File: src/pkg/pcgmo_pkg.sv
// Register map, field layout and timing constants of the clock gate block
package pcgmo_pkg;
  // Register byte offsets
  localparam logic [11:0] PCGMO_OFF_PCEN = 12'h010;
  localparam logic [11:0] PCGMO_OFF_PCDIS = 12'h014;
  localparam logic [11:0] PCGMO_OFF_PCSTAT = 12'h018;
  localparam logic [11:0] PCGMO_OFF_MOCTL = 12'h020;
  localparam logic [11:0] PCGMO_OFF_MFREQ = 12'h024;
  localparam logic [11:0] PCGMO_OFF_ISTAT = 12'h068;
  localparam logic [11:0] PCGMO_OFF_IMASK = 12'h06c;
  // Oscillator control fields
  localparam int PCGMO_MOEN_BIT = 0;
  localparam int PCGMO_BYP_BIT = 1;
  localparam int PCGMO_CNT_LSB = 8;
  localparam int PCGMO_CNT_W = 8;
  localparam int PCGMO_CNT_MUL_SHIFT = 3;
  // Frequency register fields
  localparam int PCGMO_FREQ_W = 16;
  localparam int PCGMO_VALID_BIT = 16;
  localparam int PCGMO_WIN_SLOW = 16;
  // Interrupt status bits
  localparam int PCGMO_IRQ_STABLE = 0;
  localparam int PCGMO_IRQ_FREQ = 1;
  localparam int PCGMO_IRQ_W = 2;
  // Peripheral bits below this position are unused
  localparam int PCGMO_PID_LO = 2;
  // Reset values
  localparam logic [31:0] PCGMO_RST_PCSTAT = 32'h0000_0000;
  localparam logic [31:0] PCGMO_RST_MOCTL = 32'h0000_0000;
  localparam logic [31:0] PCGMO_IMPL_DEFAULT = 32'hffff_fffc;
endpackage

File: src/logic/pcgmo_sync3.sv
// Three-stage synchroniser with agreement filter
`timescale 1ns/100ps
module pcgmo_sync3 (
  input wire logic i_clk,   // Block clock
  input wire logic i_rst_n, // Async reset, active low
  input wire logic i_d,     // Asynchronous input
  output logic o_q          // Filtered level
);
  logic s1;
  logic s2;
  logic s3;
  logic next_q;

  // Level changes only once stages two and three agree
  always_comb begin
    next_q = o_q;
    if (s2 == s3) begin
      next_q = s3;
    end
  end

  // Stage one is read by stage two alone
  always_ff @(posedge i_clk or negedge i_rst_n) begin
    if (!i_rst_n) begin
      s1 <= 1'b0;
      s2 <= 1'b0;
      s3 <= 1'b0;
      o_q <= 1'b0;
    end else begin
      s1 <= i_d;
      s2 <= s1;
      s3 <= s2;
      o_q <= next_q;
    end
  end
endmodule

File: src/logic/pcgmo_top.sv
// Peripheral clock gating and main oscillator control with APB registers
//
// Chosen here: the APB slave port and the register offsets.
`timescale 1ns/100ps
// How it works
// - Writing one to an enable bit turns that peripheral clock on; zeros ignored.
// - Writing one to a disable bit turns that peripheral clock off; zeros ignored.
// - Status bit reads one while its peripheral clock runs, zero while gated.
// - Only bits 2 to 31 carry peripheral clocks; bits 0 and 1 do nothing.
// - Bits for unimplemented peripherals change no behaviour.
// - Oscillator runs while enable is one; software keeps bypass zero then.
// - With bypass zero, the stable flag rises only after the programmed start-up time elapses.
// - Bypass selects the external clock on the crystal input; enable kept zero.
// - Setting bypass sets the stable flag at once.
// - Clearing both enable and bypass clears the stable flag.
// - Start-up delay is the count field times 8 slow-clock cycles.
// - Frequency field counts main-clock cycles in 16 slow-clock periods.
// - Valid bit reads one only when enable or bypass is set and a result is available.
module pcgmo_top import pcgmo_pkg::*; #(
  parameter logic [31:0] IMPL_MASK = PCGMO_IMPL_DEFAULT // Implemented peripheral bits
) (
  input wire logic i_clk,           // Master clock, 50 MHz
  input wire logic i_rst_n,         // Async reset, active low
  input wire logic i_psel,          // APB select
  input wire logic i_penable,       // APB access phase
  input wire logic i_pwrite,        // APB write
  input wire logic [11:0] i_paddr,  // APB byte address
  input wire logic [31:0] i_pwdata, // APB write data
  output logic [31:0] o_prdata,     // APB read data
  output logic o_pready,            // APB ready
  output logic o_pslverr,           // APB error on unmapped address
  input wire logic i_slow_clk,      // Slow clock, sampled as a level
  input wire logic i_main_clk,      // Main clock, sampled as a level
  output logic [31:0] o_periph_clk_en, // Per-peripheral clock gate enables
  output logic o_main_osc_enable,   // Oscillator run control
  output logic o_osc_bypass_a,      // Bypass, external clock on crystal input
  output logic o_main_osc_stable_flag, // Oscillator stable
  output logic o_irq                // Level interrupt
);
  // Bits 0 and 1 carry no peripheral, so a mask that sets them is refused
  if (IMPL_MASK[1:0] != 2'b00) begin : g_mask_chk
    $error("IMPL_MASK bits 0 and 1 must be zero");
  end

  typedef enum logic [1:0] {
    PCGMO_OFF = 2'b00,
    PCGMO_START = 2'b01,
    PCGMO_STABLE = 2'b10
  } pcgmo_osc_t;

  logic [31:0] pclk;
  logic [31:0] next_pclk;
  logic [31:0] moctl;
  logic [31:0] next_moctl;
  logic [PCGMO_IRQ_W-1:0] istat;
  logic [PCGMO_IRQ_W-1:0] next_istat;
  logic [PCGMO_IRQ_W-1:0] imask;
  logic [PCGMO_IRQ_W-1:0] next_imask;
  pcgmo_osc_t ost;
  pcgmo_osc_t next_ost;
  logic [PCGMO_CNT_W+PCGMO_CNT_MUL_SHIFT-1:0] tmr;
  logic [PCGMO_CNT_W+PCGMO_CNT_MUL_SHIFT-1:0] next_tmr;
  logic en_d;
  logic slow_s;
  logic slow_d;
  logic main_s;
  logic main_d;
  logic [4:0] win;
  logic [4:0] next_win;
  logic [PCGMO_FREQ_W-1:0] acc;
  logic [PCGMO_FREQ_W-1:0] next_acc;
  logic [PCGMO_FREQ_W-1:0] freq;
  logic [PCGMO_FREQ_W-1:0] next_freq;
  logic fvalid;
  logic next_fvalid;
  logic wr;
  logic rd_ok;
  logic slow_tick;
  logic main_tick;
  logic en_rise;
  logic stable_set;
  logic freq_set;
  logic [31:0] rd_mux;
  logic [31:0] prdata;
  logic [31:0] next_prdata;
  // Window counter parks here while stopped and waits for a slow edge to start
  localparam logic [4:0] WIN_IDLE = 5'(PCGMO_WIN_SLOW);

  // Asynchronous clocks enter through the three-stage filters
  pcgmo_sync3 u_sync_slow (
    .i_clk(i_clk),
    .i_rst_n(i_rst_n),
    .i_d(i_slow_clk),
    .o_q(slow_s)
  );
  pcgmo_sync3 u_sync_main (
    .i_clk(i_clk),
    .i_rst_n(i_rst_n),
    .i_d(i_main_clk),
    .o_q(main_s)
  );

  // Bus strobes; every access finishes in its first access cycle
  assign wr = i_psel && i_penable && i_pwrite;
  assign o_pready = 1'b1;
  assign slow_tick = slow_s && !slow_d;
  assign main_tick = main_s && !main_d;
  assign en_rise = moctl[PCGMO_MOEN_BIT] && !en_d;

  // Address decode for reads
  always_comb begin
    rd_mux = 32'h0000_0000;
    rd_ok = 1'b1;
    if (i_paddr == PCGMO_OFF_PCEN || i_paddr == PCGMO_OFF_PCDIS) begin
      rd_mux = 32'h0000_0000;
    end else if (i_paddr == PCGMO_OFF_PCSTAT) begin
      rd_mux = pclk;
    end else if (i_paddr == PCGMO_OFF_MOCTL) begin
      rd_mux = moctl;
    end else if (i_paddr == PCGMO_OFF_MFREQ) begin
      rd_mux[PCGMO_FREQ_W-1:0] = freq;
      rd_mux[PCGMO_VALID_BIT] = fvalid;
    end else if (i_paddr == PCGMO_OFF_ISTAT) begin
      rd_mux[PCGMO_IRQ_W-1:0] = istat;
    end else if (i_paddr == PCGMO_OFF_IMASK) begin
      rd_mux[PCGMO_IRQ_W-1:0] = imask;
    end else begin
      rd_ok = 1'b0;
    end
  end
  assign o_pslverr = i_psel && i_penable && !rd_ok;

  // Read data captured in the setup cycle, so the access phase still needs no wait
  always_comb begin
    next_prdata = prdata;
    if (i_psel && !i_penable) begin
      next_prdata = rd_mux;
    end
  end

  // Peripheral gates, control and interrupt registers
  always_comb begin
    next_pclk = pclk;
    next_moctl = moctl;
    next_imask = imask;
    next_istat = istat;
    if (wr && i_paddr == PCGMO_OFF_PCEN) begin
      next_pclk = pclk | (i_pwdata & IMPL_MASK);
    end else if (wr && i_paddr == PCGMO_OFF_PCDIS) begin
      next_pclk = pclk & ~(i_pwdata & IMPL_MASK);
    end else if (wr && i_paddr == PCGMO_OFF_MOCTL) begin
      next_moctl = 32'h0000_0000;
      next_moctl[PCGMO_MOEN_BIT] = i_pwdata[PCGMO_MOEN_BIT];
      next_moctl[PCGMO_BYP_BIT] = i_pwdata[PCGMO_BYP_BIT];
      next_moctl[PCGMO_CNT_LSB +: PCGMO_CNT_W] = i_pwdata[PCGMO_CNT_LSB +: PCGMO_CNT_W];
    end else if (wr && i_paddr == PCGMO_OFF_IMASK) begin
      next_imask = i_pwdata[PCGMO_IRQ_W-1:0];
    end
    // Write one clears, but a new event in the same cycle wins
    if (wr && i_paddr == PCGMO_OFF_ISTAT) begin
      next_istat = istat & ~i_pwdata[PCGMO_IRQ_W-1:0];
    end
    next_istat[PCGMO_IRQ_STABLE] = next_istat[PCGMO_IRQ_STABLE] | stable_set;
    next_istat[PCGMO_IRQ_FREQ] = next_istat[PCGMO_IRQ_FREQ] | freq_set;
  end

  always_ff @(posedge i_clk or negedge i_rst_n) begin
    if (!i_rst_n) begin
      pclk <= PCGMO_RST_PCSTAT;
      prdata <= 32'h0000_0000;
      moctl <= PCGMO_RST_MOCTL;
      imask <= '0;
      istat <= '0;
    end else begin
      pclk <= next_pclk;
      prdata <= next_prdata;
      moctl <= next_moctl;
      imask <= next_imask;
      istat <= next_istat;
    end
  end

  // Oscillator start-up sequence; bypass has priority as it needs no wait
  always_comb begin
    next_ost = ost;
    next_tmr = tmr;
    stable_set = 1'b0;
    case (ost)
      PCGMO_OFF: begin
        if (moctl[PCGMO_BYP_BIT]) begin
          next_ost = PCGMO_STABLE;
          stable_set = 1'b1;
        end else if (en_rise) begin
          next_tmr = {moctl[PCGMO_CNT_LSB +: PCGMO_CNT_W], 3'b000};
          next_ost = PCGMO_START;
        end
      end
      PCGMO_START: begin
        if (moctl[PCGMO_BYP_BIT]) begin
          next_ost = PCGMO_STABLE;
          stable_set = 1'b1;
        end else if (!moctl[PCGMO_MOEN_BIT]) begin
          next_ost = PCGMO_OFF;
        end else if (slow_tick && tmr == '0) begin
          // Zero acts only at a tick, so whole periods lie between first and last tick
          next_ost = PCGMO_STABLE;
          stable_set = 1'b1;
        end else if (slow_tick) begin
          next_tmr = tmr - 1'b1;
        end
      end
      PCGMO_STABLE: begin
        if (!moctl[PCGMO_BYP_BIT] && !moctl[PCGMO_MOEN_BIT]) begin
          next_ost = PCGMO_OFF;
        end
      end
      default: begin
        next_ost = PCGMO_OFF;
      end
    endcase
  end

  always_ff @(posedge i_clk or negedge i_rst_n) begin
    if (!i_rst_n) begin
      ost <= PCGMO_OFF;
      tmr <= '0;
      en_d <= 1'b0;
      slow_d <= 1'b0;
      main_d <= 1'b0;
    end else begin
      ost <= next_ost;
      tmr <= next_tmr;
      en_d <= moctl[PCGMO_MOEN_BIT];
      slow_d <= slow_s;
      main_d <= main_s;
    end
  end

  // Frequency window; filtered sampling limits main clock to under 12.5 MHz
  always_comb begin
    next_win = win;
    next_acc = acc;
    next_freq = freq;
    next_fvalid = fvalid;
    freq_set = 1'b0;
    if (!moctl[PCGMO_MOEN_BIT] && !moctl[PCGMO_BYP_BIT]) begin
      next_win = WIN_IDLE;
      next_acc = '0;
      next_fvalid = 1'b0;
    end else begin
      if (main_tick && acc != '1 && win != WIN_IDLE) begin
        next_acc = acc + 1'b1;
      end
      if (slow_tick) begin
        if (win == WIN_IDLE) begin
          // Window opens on a slow edge so that it spans whole periods
          next_win = '0;
          next_acc = '0;
        end else if (win == 5'(PCGMO_WIN_SLOW - 1)) begin
          next_win = '0;
          next_freq = next_acc;
          next_acc = '0;
          next_fvalid = 1'b1;
          freq_set = !fvalid;
        end else begin
          next_win = win + 1'b1;
        end
      end
    end
  end

  always_ff @(posedge i_clk or negedge i_rst_n) begin
    if (!i_rst_n) begin
      win <= WIN_IDLE;
      acc <= '0;
      freq <= '0;
      fvalid <= 1'b0;
    end else begin
      win <= next_win;
      acc <= next_acc;
      freq <= next_freq;
      fvalid <= next_fvalid;
    end
  end

  // Outputs
  assign o_prdata = prdata;
  assign o_periph_clk_en = pclk;
  assign o_main_osc_enable = moctl[PCGMO_MOEN_BIT];
  assign o_osc_bypass_a = moctl[PCGMO_BYP_BIT];
  assign o_main_osc_stable_flag = (ost == PCGMO_STABLE);
  assign o_irq = |(istat & imask);
endmodule

File: config.mk
export PLATFORM = sky130hd
export DESIGN_NAME = pcgmo_top
export DESIGN_NICKNAME = d
export VERILOG_FILES = /design/src/pkg/pcgmo_pkg.sv /design/src/logic/pcgmo_sync3.sv /design/src/logic/pcgmo_top.sv
export SDC_FILE = /design/constraint.sdc
export NUM_CORES = 1
export LEC_CHECK = 0
export ABC_AREA = 0
export BUFFER_PORTS_ARGS = -buffer_cell sky130_fd_sc_hd__buf_2
export CORE_ASPECT_RATIO = 0.6
export CORE_UTILIZATION = 50
export CTS_CLUSTER_DIAMETER = 120
export CTS_CLUSTER_SIZE = 8
export DETAILED_ROUTE_END_ITERATION = 8
export PLACE_DENSITY = 0.72
export SYNTH_ARGS = -nofsm -noshare
export SYNTH_HDL_FRONTEND = slang
export SYNTH_SLANG_ARGS = --single-unit
File: constraint.sdc
create_clock -name i_clk -period 1.7 [get_ports i_clk]
set_input_delay 0.34 -clock i_clk [delete_from_list [all_inputs] [get_ports i_clk]]
set_output_delay 0.34 -clock i_clk [all_outputs]
set_load 0.05 [all_outputs]
Yosys cells after proc, flatten, opt, wreduce, memory -nomap -nowiden --
Cells that the tools add are included.
Word-level totals: input port bits 51, logic and storage cells 153, output and inout bits 70, bits in registers 140
Operators by class: muxes and demuxes 52, bitwise logic cells 13, $add $sub $neg 3, reductions and logical operators 38, equal/unequal tests 25
Operator list (number):
- $mux 32 | 4
- $mux 16 | 5
- $mux 11 | 6
- $eq 12x5->1 const B | 3
- $and 32x32->32 | 1
- $not 32->32 | 1
- $or 32x32->32 | 1
- $eq 12x6->1 const B | 2
- $eq 12x7->1 const B | 2
- $pmux 11 s2 | 1
- $mux 2 | 10
- $mux 5 | 4
- $mux 1 | 18
- $mux 17 | 1
- $add 16x1->16 const B | 1
- $logic_and 1x1->1 | 16
- $ne 16x16->1 const B | 1
- $mux 15 | 1
- $ne 2x2->1 const B | 7
- $logic_not 11->1 | 1
- $sub 11x1->11 const B | 1
- $reduce_and 3->1 | 3
- $logic_not 1->1 | 8
- $reduce_and 4->1 | 2
- other kinds (21) | 31

Logic depth before layout (Yosys ltp) --
depth in word-level cells 9, gate-level depth with buffers 8, depth with buffers taken out 7

By module --
From an unflattened synthesis, not the netlist that was laid out.
Second synthesis, totals: cell total of the unflattened synthesis 599, area, all modules 6291.0 um^2
Modules (own cells, without submodules):
- pcgmo_top | sequential area each 3254.4 um^2, cells an instance 589, instances 1, area each 6068.3 um^2
- pcgmo_sync3 | sequential area each 100.1 um^2, cells an instance 5, instances 2, area each 111.4 um^2

Worst setup path after synthesis --
Ideal clock, no wire load.
path type input-to-output, from in i_paddr[3], to out o_pslverr, arrival 1.977 ns, stages 4, slack -0.617 ns, buffers on the path 1, required time 1.360 ns, path through clkbuf_1 > xor2_1 > nor2_1 > a211oi_1
On the way: word-level cells in the longest chain between the ends 9, elaborated cells between the ends (all ways) 16, classes of those cells 7 x eq/ne; 6 x mux; 3 x reduce/logical
RTL lines:
- from (decl) | line pcgmo_top.sv:27 | input wire logic [11:0] i_paddr,
- $eq 12x7->1 | line pcgmo_top.sv:125 | end else if (i_paddr == PCGMO_OFF_IMASK) begin
- $mux 1 | line pcgmo_top.sv:125
- $mux 1 | line pcgmo_top.sv:123 | end else if (i_paddr == PCGMO_OFF_ISTAT) begin
- $mux 1 | line pcgmo_top.sv:120 | end else if (i_paddr == PCGMO_OFF_MFREQ) begin
- $mux 1 | line pcgmo_top.sv:118 | end else if (i_paddr == PCGMO_OFF_MOCTL) begin
- $mux 1 | line pcgmo_top.sv:116 | end else if (i_paddr == PCGMO_OFF_PCSTAT) begin
- $mux 1 (*) | line pcgmo_top.sv:114 | if (i_paddr == PCGMO_OFF_PCEN || i_paddr == PCGMO_OFF_PCDIS) begin
- $logic_not 1->1 (*) | line pcgmo_top.sv:131 | assign o_pslverr = i_psel && i_penable && !rd_ok;
- $logic_and 1x1->1 (*) | line pcgmo_top.sv:131
- to (decl) | line pcgmo_top.sv:31 | output logic o_pslverr,
Every way passes the cells marked *; elsewhere a longest branch is shown, timed or not.

Final worst setup path --
from reg win[0], to reg freq[15]
On the way: word-level cells in the longest chain between the ends 3, elaborated cells between the ends (all ways) 7, classes of those cells 3 x eq/ne; 1 x mux; 1 x bitwise; 2 x reduce/logical
RTL lines:
- from (decl) | line pcgmo_top.sv:68 | logic [4:0] win;
- from (signal assigned) | line pcgmo_top.sv:279 | win <= next_win;
- $eq 5x5->1 or $ne 5x5->1 (tied branches) | line pcgmo_top.sv:255, pcgmo_top.sv:251
- $not 1->1 (no line) or $logic_and 1x1->1 (tied branches)
- $reduce_and 4->1 (no line) or $mux 16 (tied branches)
- to (signal assigned) | line pcgmo_top.sv:281 | freq <= next_freq;
- to (decl) | line pcgmo_top.sv:72 | logic [PCGMO_FREQ_W-1:0] freq;
Several ways; a longest one is shown, not always the timed one. A chain may end at the register's enable or synchronous reset.

==> flow_summary.toml <==
[global_route]
grt_pass1_vias = 5506
grt_pass1_wl_um = 28800
antenna_found_initial = 0
grt_start_max_net_pins = 47
overflow = 0
grt_usage = 0.277

[detailed_routing]
avgRoutedWirePerCell_um = 19.2
vias_per_cell = 5.81
first_iter_violations = 522
route.detailed.drc = 0
drtPass1Iterations = 5
ant_nets = 0
route.vias.total = 5736
routed_wl_um = 19000

[synth]
yosysUniqueCellTypes = 61
yosysTopAreaCell = "dfrtp_1"
synth_top_area_frac = 0.528
synthMostInstantiatedCell = "dfrtp_1"
synth_seq_cells = 138
yosysSeqAreaShare = 0.532
syn_inst = 616
syn_area_um2 = 6500
syn_avg_cell_area_um2 = 10.5
ys_warn_count = 0
ys.flop_type = "dfrtp_1"
synth_area_leaders = "dfrtp_1 53%, nand2_1 4.4%, nor2_1 3.5%, mux2_1 3.5%, a21oi_1 2.8%"
synthTopCellsByCount = "137 x dfrtp_1, 77 x nand2_1, 61 x nor2_1, 36 x a21oi_1, 25 x o21ai_0"
async_flop_share = 1.00
synth_edf_count = 0

[cts]
clk_pin_slew_worst_paths_ns = 0.06
cts_sinks = 138
cts_root_buffer = "clkbuf_16"
cts_tree = "yes"
cts_made_buffers = 17
clk_latency_ns = 0.43
clock_path_buffers = 2
cts_max_level = 4

[sta]
final-hold-violation-count = 0
drv_slew = 0
fin_skew_ns = 0.0126
fin_crit_ns = 1.80
rsz0062_at_grt = "true"
fmax_mhz = 557
fin_setup_tns_ns = -0.643
fin_ws_ns = -0.0957
final-setup-viol-count = 17
period_share = 1.06

[worst_setup_path]
worst_ep_arrival_time_ns = 2.10
setup.worst_path.start_class = "flop"
cp.required_ns = 2.00
critical_path_class = "reg -> reg"
end_kind = "flop"
critPathSlowestCell = "dfrtp_1"
cp_max_fo = 4
critPathTopFamily = "simple AND/OR/NAND/NOR gates"
cpPeakStageDelay_ns = 0.36
path_buf_inv = 1
path_cells = "inv_1 -> ha_2 -> and4bb_4 -> nor3b_4 -> nand4_1 -> xor2_1 -> a21oi_1"

[die]
die_h_um = 90.3
start_util = 0.525
core_area_um2 = 12400
die_width_um = 149
die_area_um2 = 13500
ios = 121
rows = 31

[finish]
insertedDiodeCount = 0
stdcell_area_um2 = 8950
area_growth_pct = 37.7
fillers = 838
finalNetCount = 866
drive_above_1_share = 0.413
final_util = 0.723

[status]
run_status = "finished with violations"
violations = "negative setup slack"

[placement]
dp_hpwl_um = 12100
gp_congestion = 0.844
pre_cts_slack_ns = -0.379
placed_area_um2 = 7710
numPortBuffers = 117

[job]
cap_violations = 0

[pwr]
power_uw = 9060
p_per_area_nw_per_um2 = 1010
leakage_uw = 0.00434
ir_drop_v = 0.000587

[hold_path]
hold_path.class = "in -> reg"
metrics by stage:
stage          hold slack [ns]  std cells
2_1_floorplan           0.0444        617
3_3_place_gp             0.179        934
3_5_place_dp             0.179        934
4_1_cts                0.00374        977
5_1_grt                0.00904        988
6_report                0.0149        988
power by group:
part / total, µW / internal [µW] / switching (µW)
clock network: 3830 / 2230 / 1610
registers: 3830 / 3560 / 267
logic: 1400 / 615 / 781
layout by cell type, fill, tap and decap left out, types with 15 or more instances in the layout:
cell,instances
buf_4,73
mux2_1,20
buf_6,16
dfrtp_1,134
nand2_1,75
a22o_1,16
clkbuf_16,19
o21ai_0,15
buf_2,112
nor2_1,58
a21oi_1,30
per-layer routing:
metal | wire, µm | global-route usage | share of wire
met1 | 8320 | 0.400 | 0.44
met2 | 8830 | 0.410 | 0.46
met3 | 1500 | 0.0556 | 0.079
met4 | 350 | 0.111 | 0.018
met5 | 0 | 0 | 0
what timing repair did:
| item | 4_1_cts | 5_1_grt |
|---|---|---|
| hold endpoints to repair | 58 | 0 |
| hold buffers | 1 | 0 |
| pin swaps | 18 | 21 |
| gates resized for setup | 37 | 59 |
| cloned | 1 | 3 |
| setup endpoints to repair | 35 | 56 |
| setup buffers | 9 | 8 |
logic make-up after synthesis:
| logic type | count (synthesis) | share of synthesized area |
|---|---|---|
| flip-flops | 138 | 0.532 |
| AND/OR/NAND/NOR | 231 | 0.182 |
| multiplexers | 44 | 0.0814 |
| other | 2 | 0.00116 |
| adder cells (fa/ha/maj) | 7 | 0.0127 |
| XOR/XNOR | 16 | 0.0216 |
| AO/OA/AOI/OAI | 132 | 0.132 |
| buffers and inverters | 46 | 0.0379 |
cell type report:
type	count	area, µm²	area share
Clock buffer	17	425	0.0475
Clock inverter	15	180	0.0201
Inverter	11	41.3	0.00461
Multi-Input combinational cell	433	3190	0.356
Sequential cell	138	3460	0.386
Tap cell	165	206	0.0231
Timing Repair Buffer	209	1450	0.162
worst paths after layout:
| check | endpoint | cells after the start | slack [ns] | start |
|---|---|---|---|---|
| max | freq[15]$_DFFE_PN0P_ | 7 | -0.1 | win[0]$_DFFE_PN0P_ |
| min | u_sync_main.s1$_DFF_PN0_ | 1 | 0.01 | i_main_clk |
| max reg2reg | freq[15]$_DFFE_PN0P_ | 7 | -0.1 | win[0]$_DFFE_PN0P_ |
| min reg2reg | u_sync_slow.s2$_DFF_PN0_ | 0 | 0.35 | u_sync_slow.s1$_DFF_PN0_ |
| max in group asynchronous | moctl[0]$_DFFE_PN0P_ | 3 | 0.90 | i_rst_n |
| min in group asynchronous | en_d$_DFF_PN0_ | 2 | 0.31 | i_rst_n |
worst reg2reg max path: cells and delay by family, from the launching register on:
kind                       cells  cell delay [ns]
AOI/OAI and AO/OA              1             0.09
adders and majority gates      1             0.18
xor gates and xnor gates       1             0.22
and+or+nand+nor                3             0.78
buffers and inverters          1             0.05
DFF                            1             0.36
Power figures use the tool's default switching activity.
